### src/apic_map.svh
`ifndef APIC_MAP_SVH
`define APIC_MAP_SVH
`define APIC_CLK_HZ        10000000
`define APIC_BLINK_MS      500
`define APIC_BLINK_CYC     ((`APIC_CLK_HZ / 1000) * `APIC_BLINK_MS)
`define APIC_DEB_MS        10
`define APIC_DEB_CYC       ((`APIC_CLK_HZ / 1000) * `APIC_DEB_MS)
`define APIC_PSU_LO_MV     24500
`define APIC_PSU_HI_MV     28000
`define APIC_IDX_RST       8'h00
`endif

### src/apic_pkg.sv
package apic_pkg;
	typedef struct packed {
		logic isolate_bell;
		logic isolate_warn;
		logic isolate_fault;
		logic isolate_aux;
		logic investigate;
		logic prev;
		logic next;
		logic ack;
		logic reset;
		logic deisolate;
	} apic_keys_t;

	typedef struct packed {
		logic alarm;
		logic fault;
		logic isolate;
		logic bell_iso;
		logic warn_iso;
		logic fault_iso;
		logic aux_iso;
		logic aux_fault;
		logic investigate;
		logic warn_fault;
		logic earth;
		logic cpu_fault;
		logic aux_alarm;
		logic psu_fault;
		logic pre_alarm;
		logic test;
	} apic_leds_t;

	typedef enum logic [1:0] {
		APIC_BRD_MEASURE,
		APIC_BRD_REPORT,
		APIC_BRD_WAIT,
		APIC_BRD_RUN
	} apic_brd_state_t;

	typedef struct packed {
		apic_leds_t      leds;
		logic            buzzer;
		logic            buzz_silenced;
		logic [7:0]      index;
		logic            ack_pulse;
		logic            rst_pulse;
		logic            deiso_pulse;
		logic [7:0]      to_main;
		logic            to_main_full;
		logic [15:0]     from_main;
		logic            from_main_bytes;
		logic            from_main_half;
		logic [7:0]      board_type;
		logic            type_valid;
		apic_brd_state_t brd;
		logic            running;
	} apic_state_t;
endpackage

### src/apic_debounce.sv
`include "apic_map.svh"
module apic_debounce #(
	parameter int N   = 10,
	parameter int CYC = `APIC_DEB_CYC
) (
	// Clock and reset.
	input  wire logic         clk_in,
	input  wire logic         rst_in,
	// Raw keys and one-cycle press events.
	input  wire logic [N-1:0] raw_in,
	output logic      [N-1:0] press_out
);
	typedef struct packed {
		logic [N-1:0] s1;
		logic [N-1:0] s2;
		logic [N-1:0] s3;
		logic [N-1:0] stable;
		logic [N-1:0] press;
		logic [23:0]  cnt;
	} apic_deb_t;

	apic_deb_t st_reg;
	apic_deb_t st_next;

	// ===========================================================================
	// Synchroniser and filter
	// ===========================================================================
	always_comb begin
		st_next = st_reg;
		st_next.s1 = raw_in;
		st_next.s2 = st_reg.s1;
		st_next.s3 = st_reg.s2;
		st_next.press = '0;
		if (st_reg.s2 == st_reg.s3 && st_reg.s3 != st_reg.stable) begin
			if (st_reg.cnt >= 24'(CYC - 1)) begin
				st_next.stable = st_reg.s3;
				st_next.press = st_reg.s3 & ~st_reg.stable;
				st_next.cnt = '0;
			end else begin
				st_next.cnt = st_reg.cnt + 24'h00_0001;
			end
		end else begin
			st_next.cnt = '0;
		end
	end

	always_ff @(posedge clk_in or posedge rst_in) begin
		if (rst_in) begin
			st_reg <= '0;
		end else begin
			st_reg <= st_next;
		end
	end

	assign press_out = st_reg.press;
endmodule

### src/apic_panel.sv
// Operation
// - Alarm LED flashes with unacknowledged alarms, steady when all acknowledged.
// - Fault LED steady whenever any fault is present.
// - Isolate LED steady whenever anything is isolated.
// - Bell isolate key toggles bell isolation; LED steady while isolated.
// - Warning-system isolate key toggles that output's isolation; LED shows it.
// - Previous and next keys step the displayed entry index.
// - Acknowledge key acknowledges displayed alarm and silences buzzer.
// - Reset key clears acknowledged alarms and returns display to default.
// - Power fault LED on mains loss, battery fault, or voltage out of range.
// - Pre-alarm LED lit while any sensor is in pre-alarm.
// - Test LED lit while in any test mode.
// - De-isolate key returns displayed isolated detector to service.
// - Fault-output isolate key toggles fault relay isolation; LED shows it.
// - Aux relay isolated by key or open door; key press de-isolates only while the door is closed.
// - Aux LED flashes while monitored aux line reports fault.
// - Investigation key activates investigation facility and its LED.
// - Warning-system fault LED lit when that connection is faulty.
// - Earth fault and processor fault LEDs follow their conditions.
// - Aux alarm LED lit while aux alarm output is active.
// - Byte bus: one byte held toward main, two bytes from main.
// - Measure type voltage, report type, await start, then run.
`include "apic_map.svh"
module apic_panel #(
	parameter int BLINK_CYC = `APIC_BLINK_CYC,
	parameter int DEB_CYC   = `APIC_DEB_CYC
) (
	// Clock and reset.
	input  wire logic                 clk_in,
	input  wire logic                 rst_in,
	// Keypad.
	input  wire apic_pkg::apic_keys_t keys_in,
	// System conditions from the processor side.
	input  wire logic                 alarm_any_in,
	input  wire logic                 alarm_unacked_in,
	input  wire logic                 fault_any_in,
	input  wire logic                 isolated_any_in,
	input  wire logic                 displayed_iso_in,
	input  wire logic                 buzz_on_alarm_in,
	input  wire logic                 mains_ok_in,
	input  wire logic                 battery_ok_in,
	input  wire logic [15:0]          psu_mv_in,
	input  wire logic                 pre_alarm_in,
	input  wire logic                 test_mode_in,
	input  wire logic                 door_open_in,
	input  wire logic                 aux_line_fault_in,
	input  wire logic                 warn_link_fault_in,
	input  wire logic                 earth_fault_in,
	input  wire logic                 cpu_fault_in,
	input  wire logic                 aux_alarm_in,
	// Main processor byte bus.
	input  wire logic [7:0]           bus_wdata_in,
	input  wire logic                 bus_write_in,
	input  wire logic                 bus_read_in,
	input  wire logic                 bus_start_in,
	input  wire logic [7:0]           slave_byte_in,
	input  wire logic                 slave_write_in,
	input  wire logic                 slave_take_in,
	// Board type sensing.
	input  wire logic [7:0]           type_adc_in,
	input  wire logic                 type_adc_valid_in,
	// Indicators and buzzer.
	output apic_pkg::apic_leds_t      leds_out,
	output logic                      buzzer_out,
	// Display control toward the processor.
	output logic [7:0]                index_out,
	output logic                      ack_out,
	output logic                      reset_out,
	output logic                      deisolate_out,
	// Byte bus data.
	output logic [7:0]                to_main_out,
	output logic                      to_main_full_out,
	output logic [15:0]               from_main_out,
	output logic                      from_main_ready_out,
	// Board state.
	output logic [7:0]                board_type_out,
	output logic                      type_valid_out,
	output logic                      running_out
);
	import apic_pkg::*;

	apic_state_t st_reg;
	apic_state_t st_next;
	logic [9:0]  press;
	apic_keys_t  ev;
	logic [23:0] blink_cnt_reg;
	logic [23:0] blink_cnt_next;
	logic        blink_reg;
	logic        blink_next;
	logic        d1_reg;
	logic        d2_reg;
	logic        d3_reg;
	logic        door_reg;

	function automatic logic out_of_range(input logic [15:0] mv);
		return (mv < 16'(`APIC_PSU_LO_MV)) || (mv > 16'(`APIC_PSU_HI_MV));
	endfunction

	// ===========================================================================
	// Key events
	// ===========================================================================
	apic_debounce #(
		.N   (10),
		.CYC (DEB_CYC)
	) u_deb (
		.clk_in    (clk_in),
		.rst_in    (rst_in),
		.raw_in    (keys_in),
		.press_out (press)
	);
	assign ev = apic_keys_t'(press);

	// ===========================================================================
	// Blink and door synchroniser
	// ===========================================================================
	// shared blink divider
	always_comb begin
		blink_cnt_next = blink_cnt_reg + 24'h00_0001;
		blink_next = blink_reg;
		if (blink_cnt_reg >= 24'(BLINK_CYC - 1)) begin
			blink_cnt_next = '0;
			blink_next = ~blink_reg;
		end
	end

	always_ff @(posedge clk_in or posedge rst_in) begin
		if (rst_in) begin
			blink_cnt_reg <= '0;
			blink_reg <= 1'b0;
			d1_reg <= 1'b0;
			d2_reg <= 1'b0;
			d3_reg <= 1'b0;
			door_reg <= 1'b0;
		end else begin
			blink_cnt_reg <= blink_cnt_next;
			blink_reg <= blink_next;
			d1_reg <= door_open_in;
			d2_reg <= d1_reg;
			d3_reg <= d2_reg;
			if (d2_reg == d3_reg) begin
				door_reg <= d3_reg;
			end
		end
	end

	// ===========================================================================
	// Panel state
	// ===========================================================================
	always_comb begin
		st_next = st_reg;
		st_next.ack_pulse = 1'b0;
		st_next.rst_pulse = 1'b0;
		st_next.deiso_pulse = 1'b0;

		st_next.leds.alarm = alarm_unacked_in ? blink_reg : alarm_any_in;
		st_next.leds.fault = fault_any_in;
		st_next.leds.isolate = isolated_any_in;
		st_next.leds.psu_fault = ~mains_ok_in | ~battery_ok_in | out_of_range(psu_mv_in);
		st_next.leds.pre_alarm = pre_alarm_in;
		st_next.leds.test = test_mode_in;
		st_next.leds.aux_fault = aux_line_fault_in & blink_reg;
		st_next.leds.warn_fault = warn_link_fault_in;
		st_next.leds.earth = earth_fault_in;
		st_next.leds.cpu_fault = cpu_fault_in;
		st_next.leds.aux_alarm = aux_alarm_in;

		if (ev.isolate_bell) begin
			st_next.leds.bell_iso = ~st_reg.leds.bell_iso;
		end
		if (ev.isolate_warn) begin
			st_next.leds.warn_iso = ~st_reg.leds.warn_iso;
		end
		if (ev.isolate_fault) begin
			st_next.leds.fault_iso = ~st_reg.leds.fault_iso;
		end
		// aux isolate by key or door
		if (ev.isolate_aux) begin
			st_next.leds.aux_iso = ~st_reg.leds.aux_iso;
		end
		if (door_reg) begin
			st_next.leds.aux_iso = 1'b1;
		end
		if (ev.investigate) begin
			st_next.leds.investigate = 1'b1;
		end

		if (ev.next && !ev.prev) begin
			st_next.index = st_reg.index + 8'h01;
		end else if (ev.prev && !ev.next) begin
			st_next.index = st_reg.index - 8'h01;
		end

		if (ev.ack) begin
			st_next.ack_pulse = 1'b1;
			st_next.buzz_silenced = 1'b1;
		end
		if (ev.reset) begin
			st_next.rst_pulse = 1'b1;
			st_next.index = `APIC_IDX_RST;
			st_next.leds.investigate = 1'b0;
		end
		if (ev.deisolate && displayed_iso_in) begin
			st_next.deiso_pulse = 1'b1;
		end

		// An unacknowledged alarm re-arms the buzzer after a silence only while alarm_any_in and the alarm lamp are both low.
		if (alarm_unacked_in && !ev.ack && !st_reg.leds.alarm && !alarm_any_in) begin
			st_next.buzz_silenced = 1'b0;
		end
		if (!fault_any_in && !alarm_unacked_in) begin
			st_next.buzz_silenced = 1'b0;
		end
		st_next.buzzer = (fault_any_in | (buzz_on_alarm_in & alarm_unacked_in)) & ~st_next.buzz_silenced;

		if (slave_write_in && !st_reg.to_main_full) begin
			st_next.to_main = slave_byte_in;
			st_next.to_main_full = 1'b1;
		end
		if (bus_read_in) begin
			st_next.to_main_full = 1'b0;
		end
		if (bus_write_in && !(st_reg.from_main_bytes && !slave_take_in)) begin
			st_next.from_main = {st_reg.from_main[7:0], bus_wdata_in};
		end
		// A byte accepted with the take strobe starts the next pair, so it is not lost.
		if (slave_take_in) begin
			st_next.from_main_bytes = 1'b0;
			st_next.from_main_half = bus_write_in & st_reg.running;
		end else if (bus_write_in && st_reg.running && !st_reg.from_main_bytes) begin
			st_next.from_main_bytes = st_reg.from_main_half;
			st_next.from_main_half = ~st_reg.from_main_half;
		end

		unique case (st_reg.brd)
			APIC_BRD_MEASURE: begin
				if (type_adc_valid_in) begin
					st_next.board_type = type_adc_in;
					st_next.brd = APIC_BRD_REPORT;
				end
			end
			APIC_BRD_REPORT: begin
				st_next.type_valid = 1'b1;
				st_next.brd = APIC_BRD_WAIT;
			end
			APIC_BRD_WAIT: begin
				if (bus_start_in) begin
					st_next.brd = APIC_BRD_RUN;
					st_next.running = 1'b1;
				end
			end
			APIC_BRD_RUN: begin
				st_next.running = 1'b1;
			end
		endcase
	end

	always_ff @(posedge clk_in or posedge rst_in) begin
		if (rst_in) begin
			st_reg <= '0;
		end else begin
			st_reg <= st_next;
		end
	end

	// ===========================================================================
	// Outputs
	// ===========================================================================
	assign leds_out            = st_reg.leds;
	assign buzzer_out          = st_reg.buzzer;
	assign index_out           = st_reg.index;
	assign ack_out             = st_reg.ack_pulse;
	assign reset_out           = st_reg.rst_pulse;
	assign deisolate_out       = st_reg.deiso_pulse;
	assign to_main_out         = st_reg.to_main;
	assign to_main_full_out    = st_reg.to_main_full;
	assign from_main_out       = st_reg.from_main;
	assign from_main_ready_out = st_reg.from_main_bytes;
	assign board_type_out      = st_reg.board_type;
	assign type_valid_out      = st_reg.type_valid;
	assign running_out         = st_reg.running;
endmodule

### config.mk
export PLATFORM = sky130hd
export DESIGN_NAME = apic_panel
export DESIGN_NICKNAME = d
export VERILOG_FILES = /design/src/apic_pkg.sv /design/src/apic_debounce.sv /design/src/apic_panel.sv
export VERILOG_INCLUDE_DIRS = /design/src
export SDC_FILE = /design/constraint.sdc
export NUM_CORES = 1
export LEC_CHECK = 0
export BUFFER_PORTS_ARGS = -buffer_cell sky130_fd_sc_hd__buf_2
export CAP_MARGIN = 0
export CORE_MARGIN = 2
export CORE_UTILIZATION = 60
export CTS_CLUSTER_SIZE = 30
export DETAILED_ROUTE_END_ITERATION = 8
export PLACE_DENSITY = 0.85
export SYNTH_ARGS = -nofsm -noshare
export SYNTH_HDL_FRONTEND = slang
export SYNTH_SLANG_ARGS = --single-unit
### constraint.sdc
create_clock -name clk_in -period 14.9 [get_ports clk_in]
set_clock_uncertainty 0.15 [all_clocks]
set_input_delay 0.745 -clock clk_in [delete_from_list [all_inputs] [get_ports clk_in]]
set_output_delay 0.745 -clock clk_in [all_outputs]
set_load 0.05 [all_outputs]
== Word-level counts from Yosys, hierarchy flattened ==
Index checks and enable logic that the tools add are counted.
Operators by class
  $add $sub $neg: 4
  $lt $le $gt $ge: 4
  equal/unequal tests: 8
  multiplexer cells: 27
  bitwise logic cells: 18
  reductions and logical operators: 37
Operators by type and width (count)
  $mux 24: 3
  $add 24x1->24 const B: 2
  $ge 24x17->1 const B: 1
  $ge 24x23->1 const B: 1
  $mux 8: 3
  $mux 10: 2
  $gt 16x15->1 const B: 1
  $lt 16x15->1 const B: 1
  $logic_and 1x1->1: 13
  $mux 1: 13
  $logic_not 1->1: 11
  $and 10x10->10: 1
  $eq 10x10->1: 1
  $ne 10x10->1: 1
  $not 10->10: 1
  $reduce_bool 2->1: 5
  $not 1->1: 9
  $add 8x1->8 const B: 1
  $sub 8x1->8 const B: 1
  $mux 2: 3
  $pmux 2 s3: 1
  $reduce_and 2->1: 3
  $reduce_bool 3->1: 2
  $and 1x1->1: 4
  other kinds (10): 14
Storage, ports and cells
  register bits after elaboration: 171

== Logic depth before layout (Yosys ltp) ==
Gate-level depths: netlist of the first run.
  depth in word-level cells: 8
  gate-level depth with buffers: 9

== Cells and area by module ==
A second synthesis of the first run with hierarchy kept.
Second synthesis, totals
  cell total of the unflattened synthesis: 630
  area, all modules: 7619.8 um^2
Modules (own cells, without submodules)
  apic_panel: times used 1, cells each 412, area an instance 4717.0 um^2
  apic_debounce: times used 1, cells each 218, area an instance 2902.8 um^2

== Worst setup path before layout of the first run ==
Ideal clock, no wire load.
  path type: register to register
  start point: register u_deb.st_reg (netlist bit u_deb.press_out[4])
  end point: register st_reg (netlist bit index_out[7])
  library setup time: 0.125 ns
  data arrival time: 2.104 ns
  required time: 14.625 ns
  slack: 12.521 ns
  cell stages (with the launch flop): 9
  clock period less this slack: 2.379 ns
  cells stage by stage: dfrtp_1 > inv_1 > ha_1 > inv_1 > ha_1 > or4_1 > o22ai_1 > mux2i_1 > mux2_2
Between the ends
  word-level cells in the longest chain between the ends: 4
Ends and longest elaborated chain
  from (decl): RTL line apic_debounce.sv:22  | apic_deb_t st_reg;
  from (signal assigned): RTL line apic_debounce.sv:51  | st_reg <= st_next;
  $logic_not 1->1: RTL line apic_panel.sv:187  | if (ev.next && !ev.prev) begin
  $logic_and 1x1->1: RTL line apic_panel.sv:187
  $mux 8: RTL line apic_panel.sv:187
  $mux 8: RTL line apic_panel.sv:197  | if (ev.reset) begin
  to (signal assigned): RTL line apic_panel.sv:261  | st_reg <= st_next;
  to (decl): RTL line apic_panel.sv:82  | apic_state_t st_reg;
Parallel ways exist; a longest one is shown, timed or not.
A chain may end at the register's enable or synchronous reset.

== Final worst setup path of the first run ==
  start point: register u_deb.st_reg[0] (netlist name)
  end point: register u_deb.st_reg[35] (netlist name)
Between the ends
  word-level cells in the longest chain between the ends: 2
Ends and longest elaborated chain
  $ge 24x17->1: RTL line apic_debounce.sv:35  | if (st_reg.cnt >= 24'(CYC - 1)) begin
  $reduce_and 2->1 (no line)
No other way between the ends.

==> metrics.txt, run 1 <==
Root Buffer Master clkbuf_16; Die Ht 115 µm; via count a little under 5000; power density over the cells between 100 and 150 mW/mm²; TritonCTS clock tree done; Hold Path Stages 0; share of layout cells above drive strength 1 0.285; Multi-input gate area 0.00260 mm²; H-tree levels 4; FILL cells ~830; Leak 0.00401 µW; length of the first detailed-routing pass in iterations 4; number of max-cap violations 0; Area Growth Syn to Fin 13.9%; Core Area around 0.012 mm²; Async SR Flop Fraction 1.00; die area approximately 0.013 mm²; Max rail drop VDD between 0.1 and 0.15 mV; top-count cell post-synth dfrtp_1; outcome finished clean; area fraction of the dominant cell type after synthesis 0.577; Final Slew Violations 0; Hold Startpoint d1_reg; Synth Instances 629; GRT Overall Usage 0.217; slowest cell on the critical path and4b_1; Antenna Diode Count 0; Worst Max-Slew Pin Slew between 0.9 and 1 ns; path depth of the worst reg2reg path 6; Worst R2R Setup Slack 12.21 ns; Routed Antenna Nets 0; Min Hold Slack 0.201 ns; Starting Density 0.615; Mean Syn Cell Area 11.8 µm²; I/O Buffers between 100 and 150; Worst setup SP type flop; Min-Delay Endpoint d2_reg; WP data required ~15 ns; Worst Setup End Kind flop; crit path kind reg2reg; first-pass GRT wire length 22400 µm; Post-CTS Resized 0; worst-skew pair later-pin latency 0.42 ns; leading area contributor after synthesis dfrtp_1; Final HPWL DP 9210 µm; Register Area around 0.0043 mm²; CP cell instances ha_1 -> nand4_2 -> a2111oi_2 -> a311oi_1 -> and4b_1 -> mux2_1; DRC viols 0; HP Class reg2reg; vias in the first global route roughly 5000; Via density about 5.3; RR Startpoint u_deb.st_reg[0]; Synth Flop Type dfrtp_1; synth unique cells 54; Ports between 100 and 150; Tmin final about 2.7 ns; Site Rows 40; Max FO, Critical Path 20; Avg WL per Cell between 10 and 15 µm; die width between 100 and 150 µm; Post-Syn Area approximately 0.0074 mm²; Largest register FFs between 40 and 50; largest net degree at the start of global routing 96; max_slew headroom 0.391; crit path DAT ~2.8 ns; clock slew at reported path FFs approximately 0.06 ns; fmax 0.372 GHz; RSZ-0062 raised after global routing no; CTS Sinks about 170; register bit total from synthesis ~170; Post-synth EDFFs 0; Hold Vio Cnt, Final 0; initial antenna violation count 0; Post-CTS Setup Inserts 0; commonest cells in the netlist 171 x dfrtp_1, 72 x nor2_1, 57 x buf_4; Routed WL around 13000 µm; Setup TNS Final 0 ns; post-synthesis sequential area ratio 0.577; Tcrit/Tclk final 0.180; Syn. warnings 0; Nets 823; clock buffer depth 2; total grt overflow 0; placer congestion estimate a little under 0.9; Initial DRC Count 300; CP max stage delay approximately 0.75 ns; r2r endpoint u_deb.st_reg[35]; Final setup violation count 0; ranking of synthesized cells by area dfrtp_1 58%, buf_4 5.8%, mux2_2 5.2%, ha_1 3.9%, nor2_1 3.6%; Post-CTS Hold Buffers 0; total CTS buffers 17
[cells in the final DEF, fill, tap and decap left out, types with 4 or more instances in the layout]
| master | netlist | layout |
|---|---|---|
| nor2_1 | 72 | 72 |
| and2_1 | 13 | 13 |
| nor3_1 | 13 | 13 |
| nand2_1 | 24 | 24 |
| o21ai_0 | 7 | 7 |
| inv_1 | 24 | 23 |
| conb_1 | 1 | 8 |
| buf_2 | 3 | 137 |
| nand3_1 | 21 | 21 |
| a21o_1 | 4 | 4 |
| nor2b_1 | 7 | 7 |
| clkbuf_16 | 0 | 17 |
| nand4_1 | 11 | 11 |
| nor3b_1 | 4 | 4 |
| ha_1 | 23 | 23 |
| dfrtp_1 | 171 | 171 |
| mux2_1 | 10 | 10 |
| inv_6 | 0 | 5 |
| nor4_1 | 9 | 9 |
| mux2_2 | 34 | 34 |
| xnor2_1 | 21 | 21 |
| a21oi_1 | 12 | 12 |
| xor2_1 | 30 | 30 |
| and3_1 | 8 | 8 |
[how the worst max path moves through the flow]
stage | slack, ns | startpoint | cells after the start | endpoint
after floorplan | 9.37 | rst_in | 1 | ack_out
after CTS | 12.19 | u_deb.st_reg[0] | 6 | u_deb.st_reg[42]
final | 12.21 | u_deb.st_reg[0] | 6 | u_deb.st_reg[35]
after global routing | 12.04 | u_deb.st_reg[0] | 6 | u_deb.st_reg[40]
after global placement | 12.33 | rst_in | 3 | to_main_out[0]
after detailed placement | 12.22 | u_deb.st_reg[0] | 6 | u_deb.st_reg[35]
[stage by stage]
| step | power [µW] | std cells | setup WS, ns | util | instance area, µm² |
|---|---|---|---|---|---|
| 6_report | 1190 | 905 | 12.21 | 0.701 | 8450 |
| 5_1_grt | 1240 | 905 | 12.04 | 0.701 | 8450 |
| 4_1_cts | 1200 | 905 | 12.19 | 0.701 | 8450 |
| 3_5_place_dp | 774 | 874 | 12.22 | 0.654 | 7880 |
| 3_3_place_gp | 761 | 874 | 12.33 | 0.654 | 7880 |
| 2_1_floorplan | 751 | 636 | 9.37 | - | 7450 |
[cell families (layout without fill, tap and decap cells)]
group | after synthesis | in the layout | share of synthesized area
flops | 171 | 171 | 0.577
compound gates | 41 | 41 | 0.0364
buf+inv | 93 | 194 | 0.0767
fa+ha+maj | 25 | 25 | 0.0428
mux | 46 | 46 | 0.0695
other cells | 1 | 8 | 0.000505
xor+xnor | 51 | 51 | 0.0602
simple gates | 201 | 201 | 0.137
[per-layer routing]
metal / global-route usage / routed length (µm)
met1: 0.262 / 5440
met2: 0.375 / 7070
met3: 0.0538 / 551
met4: 0.0843 / 276
met5: 0 / 0
[where the power goes]
part           internal [µW]  total, µW  switching [µW]
Sequential               505        530            24.8
Clock                    247        427             180
Combinational           71.9        236             164
[cell type report]
cell class	count	area share
Clock inverter	13	0.0167
Inverter	24	0.0112
Tap cell	168	0.0249
Clock buffer	18	0.0508
Multi-Input combinational cell	372	0.307
Sequential cell	171	0.506
Timing Repair Buffer	139	0.0829
[critical path, delay by kind of cell (launching register included)]
kind,cells,cell delay (ns)
DFF,1,0.39
muxes,1,0.39
adders and majority gates,1,0.24
AOI/OAI and AO/OA,2,0.44
and+or+nand+nor,2,0.94
(Power assumes the default switching activity.)
==> run 2: changes to the inputs <==
--- a/config.mk
+++ b/config.mk
@@ -9,10 +9,10 @@
 export BUFFER_PORTS_ARGS = -buffer_cell sky130_fd_sc_hd__buf_2
 export CAP_MARGIN = 0
 export CORE_MARGIN = 2
-export CORE_UTILIZATION = 60
+export CORE_UTILIZATION = 55
 export CTS_CLUSTER_SIZE = 30
 export DETAILED_ROUTE_END_ITERATION = 8
-export PLACE_DENSITY = 0.85
+export PLACE_DENSITY = 0.79
 export SYNTH_ARGS = -nofsm -noshare
 export SYNTH_HDL_FRONTEND = slang
 export SYNTH_SLANG_ARGS = --single-unit
==> constraint.sdc (replaced) <==
create_clock -name clk_in -period 2.8 [get_ports clk_in]
set_clock_uncertainty 0.15 [all_clocks]
set_input_delay 0.14 -clock clk_in [delete_from_list [all_inputs] [get_ports clk_in]]
set_output_delay 0.14 -clock clk_in [all_outputs]
set_load 0.05 [all_outputs]
==> run 2 against run 1 <==
Compared with the run above:
- worst setup slack worse by 12 ns
- cell area rose by 8.1%
- non-clock buffer count up 64
- clock power increased to 5.6 times the previous value
- count of clock-buffer cells in the layout up 3
- fmax is 2.4% higher
- register-to-register slack got worse by 12 ns
- critical endpoint is now index_out[7]
==> metrics.txt, run 2 (same netlist as run 1, synthesis figures left out) <==
Site Rows 42 (+5.0%); max_slew headroom 0.562 (+0.170); H-tree levels 4 (unchanged); total grt overflow 0 (unchanged); GRT Overall Usage 0.223 (+0.00654); Tcrit/Tclk final 0.936 (+0.756); commonest cells after routing, fill and taps aside 171 x dfrtp_1, 137 x buf_2, 72 x nor2_1; Final HPWL DP 9480 µm (+2.9%); Nets 887 (+7.8%); commonest non-fill, non-tap cell in the layout dfrtp_1; M1 wire length 5740 µm (+5.4%); met3 routed WL 802 µm (+46%); Initial DRC Count 314 (+4.7%); Routed WL 15300 µm (+15%); crit path kind reg2reg; CP max stage delay 0.37 ns (-0.38 ns); Worst Max-Slew Pin Slew 0.656 ns (-0.257 ns); RR Startpoint u_deb.press_out[3]; Starting Density 0.563 (-0.0526); number of max-cap violations 0 (unchanged); power density over the cells 718 mW/mm² (+410%); WP data required 2.96 ns (-12.09 ns); total CTS buffers 17 (unchanged); I/O Buffers 137 (unchanged); CP Depth 8 (+2); metal2 WL 8260 µm (+17%); Area Growth Syn to Fin 23.2%; largest net degree at the start of global routing 93 (-3.1%); length of the first detailed-routing pass in iterations 4 (unchanged); vias in the first global route 5377 (+9.4%); worst-skew pair later-pin latency 0.43 ns (about the same); die width 120 µm (+4.3%); post-route cell area 0.00914 mm² (+8.1%); Via density 5.22 (-1.7%); clock buffer depth 2 (unchanged); Buf+Inv Stages, Crit Path 1 (+1); DRC viols 0 (unchanged); outcome finished clean; CTS Sinks 171 (unchanged); placer congestion estimate 0.859 (-0.73%); Avg WL per Cell 15.7 µm (+6.2%); initial antenna violation count 1 (+1); Leak 0.00429 µW (+7.0%); final core occ 0.693 (-0.00798); Final Slew Violations 0 (unchanged); RSZ-0062 raised after global routing no; CP cell instances ha_1 -> inv_1 -> ha_1 -> a211oi_1 -> nor2_1 -> o22ai_1 -> mux2i_1 -> mux2_2; Setup TNS Final 0 ns (unchanged); Ports 138 (unchanged); die area 0.0144 mm² (+8.8%); Worst Setup End Kind flop; crit path DAT 2.78 ns (-0.06 ns); family with the most delay on the worst path multiplexers; HP Class in2async; dpl cell area 0.00794 mm² (+0.75%); share of layout cells above drive strength 1 0.268 (-0.0169); path depth of the worst reg2reg path 8 (+2); Pwr Total 6560 µW (+450%); Post-Layout Cell Count 979 (+8.2%); via count 5113 (+6.3%); TritonCTS clock tree done; first-pass GRT wire length 24900 µm (+11%); CP most frequent cell ha_1; Hold Vio Cnt, Final 0 (unchanged); Placed Cells 887 (+1.5%); clock slew at reported path FFs 0.06 ns (about the same); Worst R2R Setup Slack 0.18 ns (-12.04 ns); Max rail drop VDD 0.773 mV (+660%); Tmin final 2.62 ns (-0.0635 ns); r2r endpoint index_out[7]; slowest cell on the critical path dfrtp_1; Root Buffer Master clkbuf_16; Routed Antenna Nets 0 (unchanged); fmax 0.381 GHz (+2.4%); FILL cells 924 (+11%); Worst setup SP type flop; Die Ht 120 µm (+4.3%); Max FO, Critical Path 7 (-65%); Final setup violation count 0 (unchanged); Largest register FFs 44 (unchanged); Core Area 0.0132 mm² (+9.4%); top sig layer met4
run 2: cell count changes in the layout (fill, tap and decap cells not counted):
cell           before  now
dlygate4sd3_1       0   59
inv_6               5    0
buf_4               2    6
clkbuf_8            0    2
clkinvlp_4          3    5
buf_12              0    1
bufinv_16           2    3
clkbuf_1            1    2
diode_2             0    1
run 2: what timing repair did:
action                                 in CTS  in global routing
resized for setup                           0                  0
endpoints found under the hold margin      74                  0
buffers inserted                            0                  0
hold buffers                               59                  0
run 2: worst min-delay path: stages:
cell           delay, ns
dlygate4sd3_1       0.53
buf_2               0.13
clkinvlp_4          0.37
run 2: cell type report:
type                       instances  area [µm²]  share of cell area
sequential                       171        4280               0.468
clock inverter                    11         144              0.0157
tap                              176         220              0.0241
timing repair buffer             203        1340               0.147
antenna                            1        2.50            0.000274
clock buffer                      21         460              0.0504
multi-input combinational        372        2600               0.284
inverter                          24        93.8              0.0103
run 2: metrics by stage:
stage | setup slack (ns) | hold slack, ns
2_1_floorplan | 0.327 | 0.0214
3_3_place_gp | 0.321 | 0.0634
3_5_place_dp | 0.207 | 0.0729
4_1_cts | 0.182 | 0.161
5_1_grt | 0.00271 | 0.191
6_report | 0.178 | 0.161
run 2: routing by layer:
layer	vias to the layer above	global-route usage
li1	2393	-
met1	2486	0.233
met2	192	0.407
met3	42	0.0651
met4	0	0.109
met5	-	0
run 2: how the worst max path moves through the flow:
stage,to,from,slack [ns]
3_3_place_gp,index_out[7],u_deb.press_out[4],0.32
3_5_place_dp,u_deb.st_reg[39],u_deb.st_reg[0],0.21
6_report,index_out[7],u_deb.press_out[3],0.18
2_1_floorplan,ack_out,rst_in,0.33
4_1_cts,index_out[7],u_deb.press_out[3],0.18
5_1_grt,index_out[7],u_deb.press_out[4],0.003
run 2: power by group:
| group | switching [µW] | internal [µW] |
|---|---|---|
| combinational | 900 | 445 |
| clock | 942 | 1450 |
| sequential | 137 | 2690 |
